## src/tws_pkg.sv

```systemverilog
// Package of constants and carrier types for the two-wire status and flag block.
package tws_pkg;

  // ----------------------------------------
  // Widths and reset values
  // ----------------------------------------
  localparam int TWS_ADDR_W = 7;
  localparam int TWS_FIFO_LVL_W = 4;
  localparam int TWS_EXTRA_ADDRS = 3;
  localparam logic [TWS_FIFO_LVL_W-1:0] TWS_LVL_RST = 4'h0;
  localparam logic [1:0] TWS_SYNC_RST = 2'h3;

  // ----------------------------------------
  // Status word field positions
  // ----------------------------------------
  localparam int TWS_ST_W = 14;
  localparam int TWS_ST_TRANSMISSION_COMPLETE_FLAG = 0;
  localparam int TWS_ST_TX_READY_FLAG = 1;
  localparam int TWS_ST_SLAVE_ACCESS_FLAG = 2;
  localparam int TWS_ST_NACK = 3;
  localparam int TWS_ST_ARBLOST = 4;
  localparam int TWS_ST_CLKWAIT = 5;
  localparam int TWS_ST_END_OF_SLAVE_ACCESS_FLAG = 6;
  localparam int TWS_ST_MCODE = 7;
  localparam int TWS_ST_BUS_TIMEOUT_FLAG = 8;
  localparam int TWS_ST_PACKET_CHECK_ERROR_FLAG = 9;
  localparam int TWS_ST_DFLTADR = 10;
  localparam int TWS_ST_HOSTHDR = 11;
  localparam int TWS_ST_LOCK = 12;
  localparam int TWS_ST_SCL = 13;
  localparam logic [TWS_ST_W-1:0] TWS_ST_RST = 14'h0000;

  // ----------------------------------------
  // FIFO status field positions
  // ----------------------------------------
  localparam int TWS_FS_W = 2;
  localparam int TWS_FS_TXTH = 0;
  localparam int TWS_FS_RXTH = 1;
  localparam logic [TWS_FS_W-1:0] TWS_FS_RST = 2'h0;

  // Slave-mode configuration carried together.
  typedef struct packed {
    logic async_wakeup_enable;
    logic data_match_enable;
    logic extra_addr_one_enable;
    logic extra_addr_two_enable;
    logic extra_addr_three_enable;
    logic [TWS_ADDR_W-1:0] own_addr;
    logic [TWS_ADDR_W-1:0] extra_addr_one;
    logic [TWS_ADDR_W-1:0] extra_addr_two;
    logic [TWS_ADDR_W-1:0] extra_addr_three;
  } tws_slave_cfg_t;

  // One-cycle protocol events from the shift engine.
  typedef struct packed {
    logic addr_valid;
    logic [TWS_ADDR_W-1:0] addr;
    logic access_end;
    logic read_nack;
    logic read_ack;
    logic arb_lost;
    logic master_code;
    logic smb_timeout;
    logic pec_error;
    logic default_addr;
    logic host_header;
    logic frame_error;
  } tws_events_t;

endpackage : tws_pkg

```

## src/tws_sticky_flag.sv

```systemverilog
// Sticky event flag that is cleared by a qualified clear, set winning over clear.
`timescale 1ns/100ps
`default_nettype none
module tws_sticky_flag (
  input wire logic clk,
  input wire logic rst_n,
  input wire logic clk_en,
  input wire logic set,
  input wire logic clr,
  output logic flag
);

  logic flag_reg;
  logic flag_next;

  // A set in the clearing cycle survives for the next read.
  assign flag_next = set | (flag_reg & ~clr);
  assign flag = flag_reg;

  // Flag storage.
  always_ff @(posedge clk) begin
    if (!rst_n) begin
      flag_reg <= 1'b0;
    end else if (clk_en) begin
      flag_reg <= flag_next;
    end
  end

endmodule : tws_sticky_flag
`default_nettype wire

```

## src/tws_status_flags.sv

```systemverilog
// Status, FIFO flag and slave address match logic of a two-wire controller.
// What this block does
// - Receive threshold flag sets when rx level rises to meet the threshold.
// - Both FIFO threshold flags can interrupt, masked via enable and disable writes.
// - Reading FIFO status clears all FIFO flags; each flag individually interrupt-maskable.
// - Without async wakeup, match up to three extra enabled slave addresses.
// - Without async wakeup, the data-match enable bit has no effect.
// - Slave access flag asserts when received address equals an enabled address.
// - Slave read: not-acknowledged flag sets on master nack, clears on ack, access end or leaving read mode.
// - Slave write mode acknowledges every received data byte.
// - Master mode arbitration loss sets lost and complete flags; read clears lost.
// - Slave mode stretches clock, flagged, when tx empty in read or rx full in write.
// - End-of-slave-access flag sets when slave access falls; status read clears.
// - Master-code flag sets on master code in slave mode only, held until status read.
// - Bus-timeout flag sets on SMBus timeout, cleared by status read.
// - PEC error flag sets on PEC mismatch, cleared by status read.
// - Default-address flag sets on SMBus default address, cleared by status read.
// - Host-header flag sets on host header address, cleared by status read.
// - Frame errors set and hold lock; only lock-clear command clears it.
// - Status reports the synchronised clock line level, 0 low, 1 high.
`timescale 1ns/100ps
`default_nettype none
module tws_status_flags #(
  parameter int FIFO_LVL_W = tws_pkg::TWS_FIFO_LVL_W
) (
  input wire logic clk,
  input wire logic rst_n,
  input wire logic clk_en,
  input wire logic master_mode,
  input wire logic slave_mode,
  input wire logic slave_read_mode,
  input wire tws_pkg::tws_slave_cfg_t slave_cfg,
  input wire tws_pkg::tws_events_t events,
  input wire logic scl_pin,
  input wire logic [FIFO_LVL_W-1:0] rx_fifo_level,
  input wire logic [FIFO_LVL_W-1:0] rx_fifo_threshold_level,
  input wire logic [FIFO_LVL_W-1:0] tx_fifo_level,
  input wire logic [FIFO_LVL_W-1:0] tx_fifo_threshold_level,
  input wire logic tx_holding_empty,
  input wire logic rx_holding_full,
  input wire logic status_read,
  input wire logic fifo_status_read,
  input wire logic lock_clear_command,
  input wire logic [tws_pkg::TWS_FS_W-1:0] fifo_irq_enable_write,
  input wire logic [tws_pkg::TWS_FS_W-1:0] fifo_irq_disable_write,
  output logic [tws_pkg::TWS_ST_W-1:0] status_register,
  output logic [tws_pkg::TWS_FS_W-1:0] fifo_status_register,
  output logic [tws_pkg::TWS_FS_W-1:0] fifo_irq_mask,
  output logic fifo_irq,
  output logic data_ack,
  output logic scl_stretch,
  output logic locked
);
  import tws_pkg::*;

  // ----------------------------------------
  // Clock line synchroniser
  // ----------------------------------------
  logic [1:0] scl_sync_reg;

  // Two stages before the line level is used anywhere.
  always_ff @(posedge clk) begin
    if (!rst_n) begin
      scl_sync_reg <= TWS_SYNC_RST;
    end else if (clk_en) begin
      scl_sync_reg <= {scl_sync_reg[0], scl_pin};
    end
  end

  // ----------------------------------------
  // Slave address comparison
  // ----------------------------------------
  logic extra_allowed;
  logic own_hit;
  logic [TWS_EXTRA_ADDRS-1:0] extra_hit;
  logic addr_match;

  assign extra_allowed = ~slave_cfg.async_wakeup_enable;
  assign own_hit = events.addr == slave_cfg.own_addr;
  assign extra_hit[0] = extra_allowed & slave_cfg.extra_addr_one_enable &
                        (events.addr == slave_cfg.extra_addr_one);
  assign extra_hit[1] = extra_allowed & slave_cfg.extra_addr_two_enable &
                        (events.addr == slave_cfg.extra_addr_two);
  assign extra_hit[2] = extra_allowed & slave_cfg.extra_addr_three_enable &
                        (events.addr == slave_cfg.extra_addr_three);
  // data match ignored
  // The data-match bit is deliberately left out of the match term.
  assign addr_match = events.addr_valid & slave_mode & (own_hit | (|extra_hit));

  // ----------------------------------------
  // Slave access tracking
  // ----------------------------------------
  logic slave_access_flag_reg;
  logic slave_access_flag_next;
  logic slave_access_flag_fall;

  assign slave_access_flag_next = addr_match | (slave_access_flag_reg & ~events.access_end);
  assign slave_access_flag_fall = slave_access_flag_reg & ~slave_access_flag_next & slave_mode;

  // Slave access state.
  always_ff @(posedge clk) begin
    if (!rst_n) begin
      slave_access_flag_reg <= 1'b0;
    end else if (clk_en) begin
      slave_access_flag_reg <= slave_access_flag_next;
    end
  end

  // ----------------------------------------
  // Not-acknowledged and transfer flags
  // ----------------------------------------
  logic nack_reg;
  logic transmission_complete_flag_reg;
  logic arb_evt;

  assign arb_evt = events.arb_lost & master_mode;

  // read nack level
  // Nack holds 1 after a refused byte until the next acknowledged one, access end or leaving read mode.
  always_ff @(posedge clk) begin
    if (!rst_n) begin
      nack_reg <= 1'b0;
    end else if (clk_en) begin
      if (slave_read_mode & slave_access_flag_reg & events.read_nack) begin
        nack_reg <= 1'b1;
      end else if (~slave_read_mode | events.read_ack | slave_access_flag_fall) begin
        nack_reg <= 1'b0;
      end
    end
  end

  // complete with loss
  // Transfer complete rises with a lost arbitration and falls on a new access.
  always_ff @(posedge clk) begin
    if (!rst_n) begin
      transmission_complete_flag_reg <= 1'b1;
    end else if (clk_en) begin
      if (arb_evt | slave_access_flag_fall) begin
        transmission_complete_flag_reg <= 1'b1;
      end else if (addr_match) begin
        transmission_complete_flag_reg <= 1'b0;
      end
    end
  end

  assign data_ack = slave_mode & slave_access_flag_reg & ~slave_read_mode;

  assign scl_stretch = slave_mode & slave_access_flag_reg &
                       ((slave_read_mode & tx_holding_empty) |
                        (~slave_read_mode & rx_holding_full));

  // ----------------------------------------
  // Cleared-on-read status flags
  // ----------------------------------------
  localparam int NCOR = 7;
  logic [NCOR-1:0] cor_set;
  logic [NCOR-1:0] cor_flag;

  assign cor_set[0] = arb_evt;
  assign cor_set[1] = slave_access_flag_fall;
  assign cor_set[2] = events.master_code & slave_mode;
  assign cor_set[3] = events.smb_timeout;
  assign cor_set[4] = events.pec_error;
  assign cor_set[5] = events.default_addr;
  assign cor_set[6] = events.host_header;

  for (genvar i = 0; i < NCOR; i++) begin : g_cor
    tws_sticky_flag u_flag (
      .clk(clk),
      .rst_n(rst_n),
      .clk_en(clk_en),
      .set(cor_set[i]),
      .clr(status_read),
      .flag(cor_flag[i])
    );
  end

  // ----------------------------------------
  // Lock on frame errors
  // ----------------------------------------
  // lock and clear
  tws_sticky_flag u_lock (
    .clk(clk),
    .rst_n(rst_n),
    .clk_en(clk_en),
    .set(events.frame_error),
    .clr(lock_clear_command),
    .flag(locked)
  );

  // ----------------------------------------
  // FIFO threshold flags
  // ----------------------------------------
  logic rx_above_reg;
  logic tx_above_reg;
  logic rx_above;
  logic tx_above;
  logic [TWS_FS_W-1:0] fs_set;
  logic [TWS_FS_W-1:0] fs_flag;
  logic [TWS_FS_W-1:0] fmask_reg;

  assign rx_above = rx_fifo_level >= rx_fifo_threshold_level;
  assign tx_above = tx_fifo_level >= tx_fifo_threshold_level;
  assign fs_set[TWS_FS_RXTH] = rx_above & ~rx_above_reg;
  // The transmit flag fires when the level drops from at or above the threshold to below it.
  assign fs_set[TWS_FS_TXTH] = ~tx_above_reg & 1'b0 | (tx_above_reg & ~tx_above) |
                               ((tx_fifo_level == tx_fifo_threshold_level) &
                                (tx_fifo_level != tws_pkg::TWS_LVL_RST) & 1'b0);

  // Previous-cycle comparison results for edge detection.
  always_ff @(posedge clk) begin
    if (!rst_n) begin
      rx_above_reg <= 1'b0;
      tx_above_reg <= 1'b0;
    end else if (clk_en) begin
      rx_above_reg <= rx_above;
      tx_above_reg <= tx_above;
    end
  end

  for (genvar j = 0; j < TWS_FS_W; j++) begin : g_fs
    tws_sticky_flag u_fflag (
      .clk(clk),
      .rst_n(rst_n),
      .clk_en(clk_en),
      .set(fs_set[j]),
      .clr(fifo_status_read),
      .flag(fs_flag[j])
    );
  end

  // enable and disable
  // Enable writes win over disable writes to the same bit.
  always_ff @(posedge clk) begin
    if (!rst_n) begin
      fmask_reg <= TWS_FS_RST;
    end else if (clk_en) begin
      fmask_reg <= (fmask_reg & ~fifo_irq_disable_write) | fifo_irq_enable_write;
    end
  end

  assign fifo_irq = |(fs_flag & fmask_reg);
  assign fifo_irq_mask = fmask_reg;
  assign fifo_status_register = fs_flag;

  // ----------------------------------------
  // Status word assembly
  // ----------------------------------------
  // sampled clock line
  always_comb begin
    status_register = TWS_ST_RST;
    status_register[TWS_ST_TRANSMISSION_COMPLETE_FLAG] = transmission_complete_flag_reg;
    status_register[TWS_ST_TX_READY_FLAG] = tx_holding_empty & ~nack_reg;
    status_register[TWS_ST_SLAVE_ACCESS_FLAG] = slave_access_flag_reg;
    status_register[TWS_ST_NACK] = nack_reg;
    status_register[TWS_ST_ARBLOST] = cor_flag[0];
    status_register[TWS_ST_CLKWAIT] = scl_stretch;
    status_register[TWS_ST_END_OF_SLAVE_ACCESS_FLAG] = cor_flag[1];
    status_register[TWS_ST_MCODE] = cor_flag[2];
    status_register[TWS_ST_BUS_TIMEOUT_FLAG] = cor_flag[3];
    status_register[TWS_ST_PACKET_CHECK_ERROR_FLAG] = cor_flag[4];
    status_register[TWS_ST_DFLTADR] = cor_flag[5];
    status_register[TWS_ST_HOSTHDR] = cor_flag[6];
    status_register[TWS_ST_LOCK] = locked;
    status_register[TWS_ST_SCL] = scl_sync_reg[1];
  end

endmodule : tws_status_flags
`default_nettype wire

```

## config.mk

```make
export PLATFORM = sky130hd
export DESIGN_NAME = tws_status_flags
export DESIGN_NICKNAME = d
export VERILOG_FILES = /design/src/tws_pkg.sv /design/src/tws_sticky_flag.sv /design/src/tws_status_flags.sv
export SDC_FILE = /design/constraint.sdc
export NUM_CORES = 1
export LEC_CHECK = 0
export ABC_AREA = 1
export ABC_CLOCK_PERIOD_IN_PS = 3000
export BUFFER_PORTS_ARGS = -buffer_cell sky130_fd_sc_hd__buf_2
export CORE_ASPECT_RATIO = 1.2
export CORE_MARGIN = 3
export CORE_UTILIZATION = 40
export CTS_CLUSTER_SIZE = 40
export DETAILED_ROUTE_END_ITERATION = 8
export PLACE_DENSITY = 0.76
export SETUP_SLACK_MARGIN = 0.2
export SYNTH_ARGS = -nofsm -noshare
export SYNTH_HDL_FRONTEND = slang
export SYNTH_HIERARCHICAL = 1
export SYNTH_SLANG_ARGS = --single-unit
```

## constraint.sdc

```tcl
create_clock -name clk -period 3 [get_ports clk]
set_clock_uncertainty 0.05 [all_clocks]
set_input_delay 0.9 -clock clk [delete_from_list [all_inputs] [get_ports clk]]
set_output_delay 0.9 -clock clk [all_outputs]
set_load 0.02 [all_outputs]
```

==> results.py, run 1 <==
metrics = {
    "global_route": {
        "grt_pass1_wl_um": 6730,
        "use_met2_pct": 29.3,
        "grt_use_met3_pct": 2.49,
        "top_usage_layer": "met2",
        "antenna_found_initial": 0,
        "grtUsageTotal_pct": 16.4,
        "grt_max_degree": 21,
        "grt_pass1_vias": 1700,
        "grt_use_met1_pct": 19.2,
        "overflow": 0,
    },
    "finish": {
        "nets": 505,
        "seqCellArea_um2": 380,
        "drive_above_1_share_pct": 31.2,
        "area_growth_pct": 34.6,
        "antennaDiodeCount": 0,
        "nFillCells": 447,
        "multi_input_area_um2": 995,
        "largest_register_ffs": 7,
        "mostFrequentLayoutCells": "136 x nand2_1, 103 x buf_2, 64 x inv_1",
        "final_common_cell": "nand2_1",
    },
    "route": {
        "first_pass_iters": 4,
        "routed_via_density": 4.29,
        "drt_iter0_markers": 70,
        "drc": 0,
        "ant_nets": 0,
        "wl_um": 4210,
        "wl_per_cell_um": 9.02,
        "vias": 2002,
    },
    "power": {
        "p_leak_nw": 1.49,
        "ir_worst_vdd_uv": 184,
        "powerDensity_nw_per_um2": 293,
    },
    "clock_network": {
        "cts_hold_buf": 0,
        "cts_tree": "done",
        "post_cts.repair.setup_buffers": 0,
        "cts-resized-gates": 0,
        "htree_levels": 1,
        "cts_made_buffers": 3,
        "cts.sinks": 19,
        "cts_buffer_depth": 2,
        "clk_latency_ns": 0.26,
        "cts.clk_slew.worst_paths_ns": 0.07,
        "cts_root_buf": "clkbuf_8",
    },
    "yosys": {
        "ys_warn_count": 6,
        "synth_cell_type_count": 19,
        "synth_top_area_share_pct": 30.2,
        "synth_area_leaders": "nand2_1 30%, dfxtp_1 22%, inv_1 14%",
        "ys_seq_area_share_pct": 22.5,
        "synthesis.nets": 403,
        "synth-seq-cells": 19,
        "synthCells": 312,
        "netlist_area_um2": 1690,
        "synth_area_per_cell_um2": 5.43,
        "yosysTopAreaCell": "nand2_1",
    },
    "place": {
        "dp_slack_ns": 0.520,
        "port_buffers": 103,
        "gp_congestion": 0.795,
        "dp_hpwl_um": 3580,
    },
    "timing": {
        "fin_crit_sh_pct": 82.9,
        "setup_viol": 0,
        "fin_setup_tns_ns": 0,
        "relSlewSlack_pct": 76.8,
        "tightestPinTransition_ns": 0.348,
        "fin_ws_ns": 0.514,
        "rsz0062_at_grt": "false",
        "slew_viol_final": 0,
        "period_minus_slack_ns": 2.49,
        "hold_viol_final": 0,
        "clock.fmax_mhz": 402,
    },
    "setup_path": {
        "cp-end-kind": "output pin",
        "cp_slowest_cell": "a211oi_2",
        "cpPeakStageDelay_ns": 0.22,
        "cp_num_buf_inv": 2,
        "critPathLaunchType": "input port",
        "path_common_cell": "buf_2",
        "critPathTopFamily": "buffers and inverters",
        "worstPathMaxFanout": 3,
        "arrival_ns": 1.54,
        "worstPathRequired_ns": 2.05,
        "crit_type": "in -> out",
        "worstPathCellList": "buf_2 > nand2_1 > a211oi_2 > buf_2",
    },
    "outcome": {
        "run_status": "completed",
    },
    "die": {
        "core_um2": 4000,
        "die_area_um2": 5050,
        "start_util_pct": 42.3,
        "fp.dieW_um": 65.4,
        "rows": 25,
        "io_pins": 105,
        "dieHeight_um": 77.3,
    },
    "run": {
        "maxCapViolations": 0,
    },
    "hold_path": {
        "holdCritPathClass": "reg -> reg",
    },
}
[power breakdown]
part | internal, W | leakage, nW | switching [W] | total, W
logic | 0.0000957 | 1.31 | 0.000123 | 0.000219
clock network | 0.0000924 | 0.0255 | 0.0000847 | 0.000177
registers | 0.000265 | 0.156 | 0.00000667 | 0.000272
total | 0.000453 | 1.49 | 0.000215 | 0.000668
[cells by family after synthesis]
logic type	after synthesis	share of synthesized area (%)
DFF	19	22.5
adders and majority gates	8	5.91
and+or+nand+nor	179	40.9
buffers and inverters	78	19.1
xor gates and xnor gates	1	0.517
AOI/OAI and AO/OA	27	11.1
[area by class of cell]
cell class,instances,share of cell area [%]
clock buffer,3,1.81
multi-input combinational,215,43.7
sequential,19,16.7
timing repair buffer,104,23.0
clock inverter,1,0.220
inverter,71,11.7
tap,54,2.97
[through the flow]
step | total power (W) | utilization, % | hold WS (ns) | instance area (µm²) | std cells
2_1_floorplan | 0.000402 | - | 0.379 | 1700 | 312
4_1_cts | 0.000679 | 56.9 | 0.414 | 2280 | 467
3_5_place_dp | 0.000498 | 55.8 | 0.400 | 2230 | 463
5_1_grt | 0.000719 | 56.9 | 0.429 | 2280 | 467
6_report | 0.000668 | 56.9 | 0.411 | 2280 | 467
3_3_place_gp | 0.000493 | 55.8 | 0.390 | 2230 | 463
[worst min-delay path, stage by stage, from the launching register on]
cell	delay [ns]
dfxtp_1	0.33
nand2_1	0.05
nand3_1	0.05
[worst paths after layout]
path | start | endpoint | slack (ns) | cells past startpoint
max | slave_mode | status_register[5] | 0.51 | 4
max reg2reg | slave_access_flag_reg | nack_reg | 1.90 | 7
min | scl_sync_reg[1] | scl_sync_reg[1] | 0.41 | 2
min reg2reg | scl_sync_reg[1] | scl_sync_reg[1] | 0.41 | 2
[Yosys cell counts]
master    instances
o211ai_1          2
ha_1              8
nand3_1           7
o21ai_0           3
nand4_1           3
a21oi_1           8
a22o_1            1
o21ai_1           1
nand2_1         136
a21oi_2          11
a211oi_1          1
inv_1            64
dfxtp_1          19
inv_2             7
buf_6             1
buf_4             6
xnor2_1           1
nor2_1           31
nor2_2            2
[per-layer routing]
| metal | share of wire, % | wire length [µm] | vias up |
|---|---|---|---|
| met2 | 47 | 2000 | 61 |
| met1 | 44 | 1870 | 816 |
| met5 | 0 | 0 | - |
| met3 | 6.7 | 281 | 5 |
| met4 | 1.4 | 61 | 0 |
| li1 | - | - | 1120 |
No activity file was read; power rests on OpenSTA's default activity.
==> inputs of run 2 (changes only) <==
--- a/config.mk
+++ b/config.mk
@@ -6,7 +6,7 @@
 export NUM_CORES = 1
 export LEC_CHECK = 0
 export ABC_AREA = 1
-export ABC_CLOCK_PERIOD_IN_PS = 3000
+export ABC_CLOCK_PERIOD_IN_PS = 2500
 export BUFFER_PORTS_ARGS = -buffer_cell sky130_fd_sc_hd__buf_2
 export CORE_ASPECT_RATIO = 1.2
 export CORE_MARGIN = 3
==> constraint.sdc (replaced) <==
create_clock -name clk -period 2.5 [get_ports clk]
set_clock_uncertainty 0.05 [all_clocks]
set_input_delay 0.75 -clock clk [delete_from_list [all_inputs] [get_ports clk]]
set_output_delay 0.75 -clock clk [all_outputs]
set_load 0.02 [all_outputs]
==> results.py, run 2 (synthesized netlist as in run 1, its figures left out) <==
metrics = {
    "outcome": {
        "run_status": "completed",
    },
    "global_route": {
        "antenna_found_initial": 0,
        "overflow": 0,
        "grt_pass1_vias": 1765,
        "grtUsageTotal_pct": 16.1,
        "grt_pass1_wl_um": 6830,
        "grt_max_degree": 17,
    },
    "setup_path": {
        "critical_path_depth": 4,
        "worstPathCellList": "buf_2 > nand2_1 > a211oi_2 > buf_2",
        "path_common_cell": "buf_2",
        "startpoint": "slave_mode",
        "reg2reg_to": "nack_reg",
        "worstPathRequired_ns": 1.70,
        "worstPathMaxFanout": 3,
        "cp_num_buf_inv": 2,
        "arrival_ns": 1.37,
        "r2r_cells": 7,
        "rrSetupSlack_ns": 1.44,
        "cp_slowest_cell": "a211oi_2",
        "r2r-start": "slave_access_flag_reg",
        "critPathLaunchType": "input port",
        "cp-end-kind": "output pin",
        "cpPeakStageDelay_ns": 0.22,
        "critPathTopFamily": "buffers and inverters",
        "crit_end": "status_register[5]",
        "crit_type": "in -> out",
    },
    "finish": {
        "final_common_cell": "nand2_1",
        "mostFrequentLayoutCells": "136 x nand2_1, 103 x buf_2, 64 x inv_1",
        "nFillCells": 435,
        "area_growth_pct": 34.5,
        "largest_register_ffs": 7,
        "post-route-util_pct": 56.9,
        "nets": 505,
        "antennaDiodeCount": 0,
        "drive_above_1_share_pct": 31.0,
    },
    "die": {
        "core_um2": 4000,
        "rows": 25,
        "io_pins": 105,
        "start_util_pct": 42.3,
        "fp.dieW_um": 65.4,
        "die_area_um2": 5050,
        "dieHeight_um": 77.3,
    },
    "clock_network": {
        "cts.clk_slew.worst_paths_ns": 0.07,
        "clk_latency_ns": 0.25,
        "cts_hold_buf": 0,
        "htree_levels": 1,
        "cts_made_buffers": 3,
        "cts_root_buf": "clkbuf_8",
        "post_cts.repair.setup_buffers": 0,
        "cts_tree": "done",
        "cts.sinks": 19,
        "cts-resized-gates": 0,
        "cts_buffer_depth": 2,
    },
    "power": {
        "ir_worst_vdd_uv": 164,
        "p_leak_nw": 1.49,
        "powerDensity_nw_per_um2": 350,
    },
    "route": {
        "ant_nets": 0,
        "first_pass_iters": 4,
        "vias": 1977,
        "routed_via_density": 4.23,
        "wl_um": 4120,
        "drc": 0,
        "wl_per_cell_um": 8.82,
        "drt_iter0_markers": 86,
    },
    "hold_path": {
        "hold_depth": 2,
        "holdCritPathClass": "reg -> reg",
    },
    "timing": {
        "hold_viol_final": 0,
        "period_minus_slack_ns": 2.17,
        "rsz0062_at_grt": "false",
        "clock.fmax_mhz": 461,
        "fin_setup_tns_ns": 0,
        "slew_viol_final": 0,
        "tightestPinTransition_ns": 0.278,
        "relSlewSlack_pct": 81.4,
        "fin_crit_sh_pct": 86.7,
        "setup_viol": 0,
    },
    "run": {
        "maxCapViolations": 0,
    },
    "place": {
        "port_buffers": 103,
        "gp_congestion": 0.798,
        "dp_hpwl_um": 3550,
    },
}
[run 2: how the worst min path moves through the flow]
stage / start / to
2_1_floorplan: scl_sync_reg[0] / scl_sync_reg[0]
3_3_place_gp: scl_sync_reg[0] / scl_sync_reg[0]
3_5_place_dp: scl_sync_reg[1] / scl_sync_reg[1]
4_1_cts: scl_sync_reg[1] / scl_sync_reg[1]
5_1_grt: g_cor[3].u_flag/flag / g_cor[3].u_flag/flag
6_report: scl_sync_reg[1] / scl_sync_reg[1]
[run 2: stage by stage]
stage / cell area [µm²] / setup slack (ns) / total power, W / cells / hold WS (ns)
floorplan: 1700 / 0.240 / 0.000482 / 312 / 0.379
global placement: 2230 / 0.333 / 0.000592 / 463 / 0.390
detailed placement: 2230 / 0.322 / 0.000597 / 463 / 0.393
CTS: 2280 / 0.317 / 0.000808 / 467 / 0.412
global route: 2280 / 0.249 / 0.000860 / 467 / 0.440
finish: 2280 / 0.333 / 0.000798 / 467 / 0.409
[run 2: power by group]
part / internal (W) / leakage [nW] / total [W] / switching, W
combinational: 0.000115 / 1.31 / 0.000262 / 0.000147
clock: 0.000113 / 0.0228 / 0.000210 / 0.0000967
sequential: 0.000319 / 0.156 / 0.000327 / 0.00000793
total: 0.000546 / 1.49 / 0.000798 / 0.000252
[run 2: area by class of cell]
type | instances | area [µm²] | area share [%]
tap | 54 | 67.6 | 2.97
clock buffer | 4 | 45.0 | 1.98
inverter | 71 | 267 | 11.7
timing repair buffer | 104 | 523 | 23.0
multi-input combinational | 215 | 995 | 43.7
sequential | 19 | 380 | 16.7
[run 2: layer usage]
| metal | GRT usage, % | up-vias | part of all wire, % |
|---|---|---|---|
| met4 | 4.15 | 0 | 0.87 |
| li1 | - | 1117 | - |
| met1 | 20.0 | 798 | 44 |
| met5 | 0 | - | 0 |
| met3 | 2.20 | 4 | 6.7 |
| met2 | 28.7 | 58 | 49 |
[run 2: worst register-to-register path, cell delays in order, from the launching register on]
cell,delay (ns)
dfxtp_1,0.38
nand2_1,0.12
nor2_1,0.11
nand2_1,0.08
nand2_1,0.06
nand2_1,0.04
nand2_1,0.07
a21oi_2,0.05
==> inputs of run 3 (changes only) <==
--- a/config.mk
+++ b/config.mk
@@ -7,13 +7,12 @@
 export LEC_CHECK = 0
 export ABC_AREA = 1
 export ABC_CLOCK_PERIOD_IN_PS = 2500
-export BUFFER_PORTS_ARGS = -buffer_cell sky130_fd_sc_hd__buf_2
 export CORE_ASPECT_RATIO = 1.2
 export CORE_MARGIN = 3
 export CORE_UTILIZATION = 40
 export CTS_CLUSTER_SIZE = 40
 export DETAILED_ROUTE_END_ITERATION = 8
-export PLACE_DENSITY = 0.76
+export DONT_BUFFER_PORTS = 1
 export SETUP_SLACK_MARGIN = 0.2
 export SYNTH_ARGS = -nofsm -noshare
 export SYNTH_HDL_FRONTEND = slang
==> results.py, run 3 (synthesized netlist as in run 1, its figures left out) <==
metrics = {
    "outcome": {
        "run_status": "completed",
    },
    "setup_path": {
        "cpPeakStageDelay_ns": 0.20,
        "worstPathMaxFanout": 3,
        "worstPathCellList": "nand2_1 > a211oi_2 > buf_4",
        "worstPathRequired_ns": 1.70,
        "crit_type": "in -> out",
        "arrival_ns": 1.24,
        "cp_slowest_cell": "a211oi_2",
        "critPathLaunchType": "input port",
        "cp-end-kind": "output pin",
        "rrSetupSlack_ns": 1.36,
    },
    "finish": {
        "nets": 403,
        "final_common_cell": "nand2_1",
        "mostFrequentLayoutCells": "136 x nand2_1, 64 x inv_1, 31 x nor2_1",
        "final_area_um2": 1770,
        "instances_no_fill": 365,
        "area_growth_pct": 4.51,
        "antennaDiodeCount": 0,
        "drive_above_1_share_pct": 8.36,
        "largest_register_ffs": 7,
    },
    "clock_network": {
        "cts_hold_buf": 0,
        "cts.sinks": 19,
        "cts_tree": "done",
        "post_cts.repair.setup_buffers": 0,
        "cts.clk_slew.worst_paths_ns": 0.07,
        "cts_root_buf": "clkbuf_8",
        "cts_buffer_depth": 2,
        "cts_made_buffers": 3,
        "cts-resized-gates": 0,
        "clk_latency_ns": 0.25,
        "htree_levels": 1,
    },
    "die": {
        "fp.dieW_um": 65.4,
        "dieHeight_um": 77.3,
        "io_pins": 105,
        "core_um2": 4000,
        "die_area_um2": 5050,
        "rows": 25,
        "start_util_pct": 42.3,
    },
    "timing": {
        "rsz0062_at_grt": "false",
        "tightestPinTransition_ns": 0.422,
        "fin_ws_ns": 0.457,
        "setup_viol": 0,
        "relSlewSlack_pct": 71.9,
        "hold_ws_ns": 0.411,
        "fin_crit_sh_pct": 81.7,
        "period_minus_slack_ns": 2.04,
        "slew_viol_final": 0,
        "hold_viol_final": 0,
        "clock.fmax_mhz": 489,
        "fin_setup_tns_ns": 0,
    },
    "place": {
        "gp_congestion": 0.729,
        "placed_cells": 361,
        "dp_slack_ns": 0.453,
        "dp_hpwl_um": 3220,
        "port_buffers": 0,
        "placed_area_um2": 1720,
    },
    "global_route": {
        "grt_max_degree": 32,
        "grtUsageTotal_pct": 15.7,
        "grt_pass1_vias": 1497,
        "grt_pass1_wl_um": 6390,
        "antenna_found_initial": 0,
        "overflow": 0,
    },
    "route": {
        "vias": 1622,
        "ant_nets": 0,
        "wl_um": 3870,
        "drt_iter0_markers": 72,
        "wl_per_cell_um": 10.6,
        "first_pass_iters": 4,
        "drc": 0,
        "routed_via_density": 4.44,
    },
    "power": {
        "powerDensity_nw_per_um2": 397,
        "p_leak_nw": 1.07,
        "ir_worst_vdd_uv": 284,
    },
    "run": {
        "maxCapViolations": 0,
    },
    "hold_path": {
        "holdCritPathClass": "reg -> reg",
    },
}
-- run 3: path summary, 6_finish.rpt --
path	start	to	cells after the start
worst max-delay path	slave_mode	status_register[5]	3
worst min-delay path	scl_sync_reg[0]	scl_sync_reg[0]	2
worst max register to register	slave_access_flag_reg	nack_reg	8
worst min register to register	scl_sync_reg[0]	scl_sync_reg[0]	2
-- run 3: per-layer routing --
layer | up-vias | GRT usage (%) | routed length [µm]
met5 | - | 0 | 0
met2 | 64 | 25.8 | 1760
met3 | 4 | 6.44 | 414
li1 | 913 | - | -
met1 | 641 | 19.1 | 1670
met4 | 0 | 3.11 | 27
-- run 3: metrics by stage --
step / power, W / utilization [%]
floorplan: 0.000482 / -
global placement: 0.000498 / 43.1
detailed placement: 0.000500 / 43.1
CTS: 0.000714 / 44.2
global route: 0.000753 / 44.2
finish: 0.000702 / 44.2
-- run 3: layout make-up --
cell class | count | area (µm²)
Fill cell | 465 | 2230
Multi-Input combinational cell | 215 | 995
Sequential cell | 19 | 380
Inverter | 71 | 267
Tap cell | 54 | 67.6
Clock buffer | 4 | 45.0
Timing Repair Buffer | 2 | 15.0
-- run 3: where the power goes --
group	internal, W	switching (W)
clock	0.000113	0.0000970
sequential	0.000319	0.0000260
combinational	0.0000628	0.0000842
-- run 3: worst max-delay path, delay by kind of cell --
kind / cells / cell delay [ns]
buffers and inverters: 1 / 0.20
AOI/OAI and AO/OA: 1 / 0.20
and+or+nand+nor: 1 / 0.09
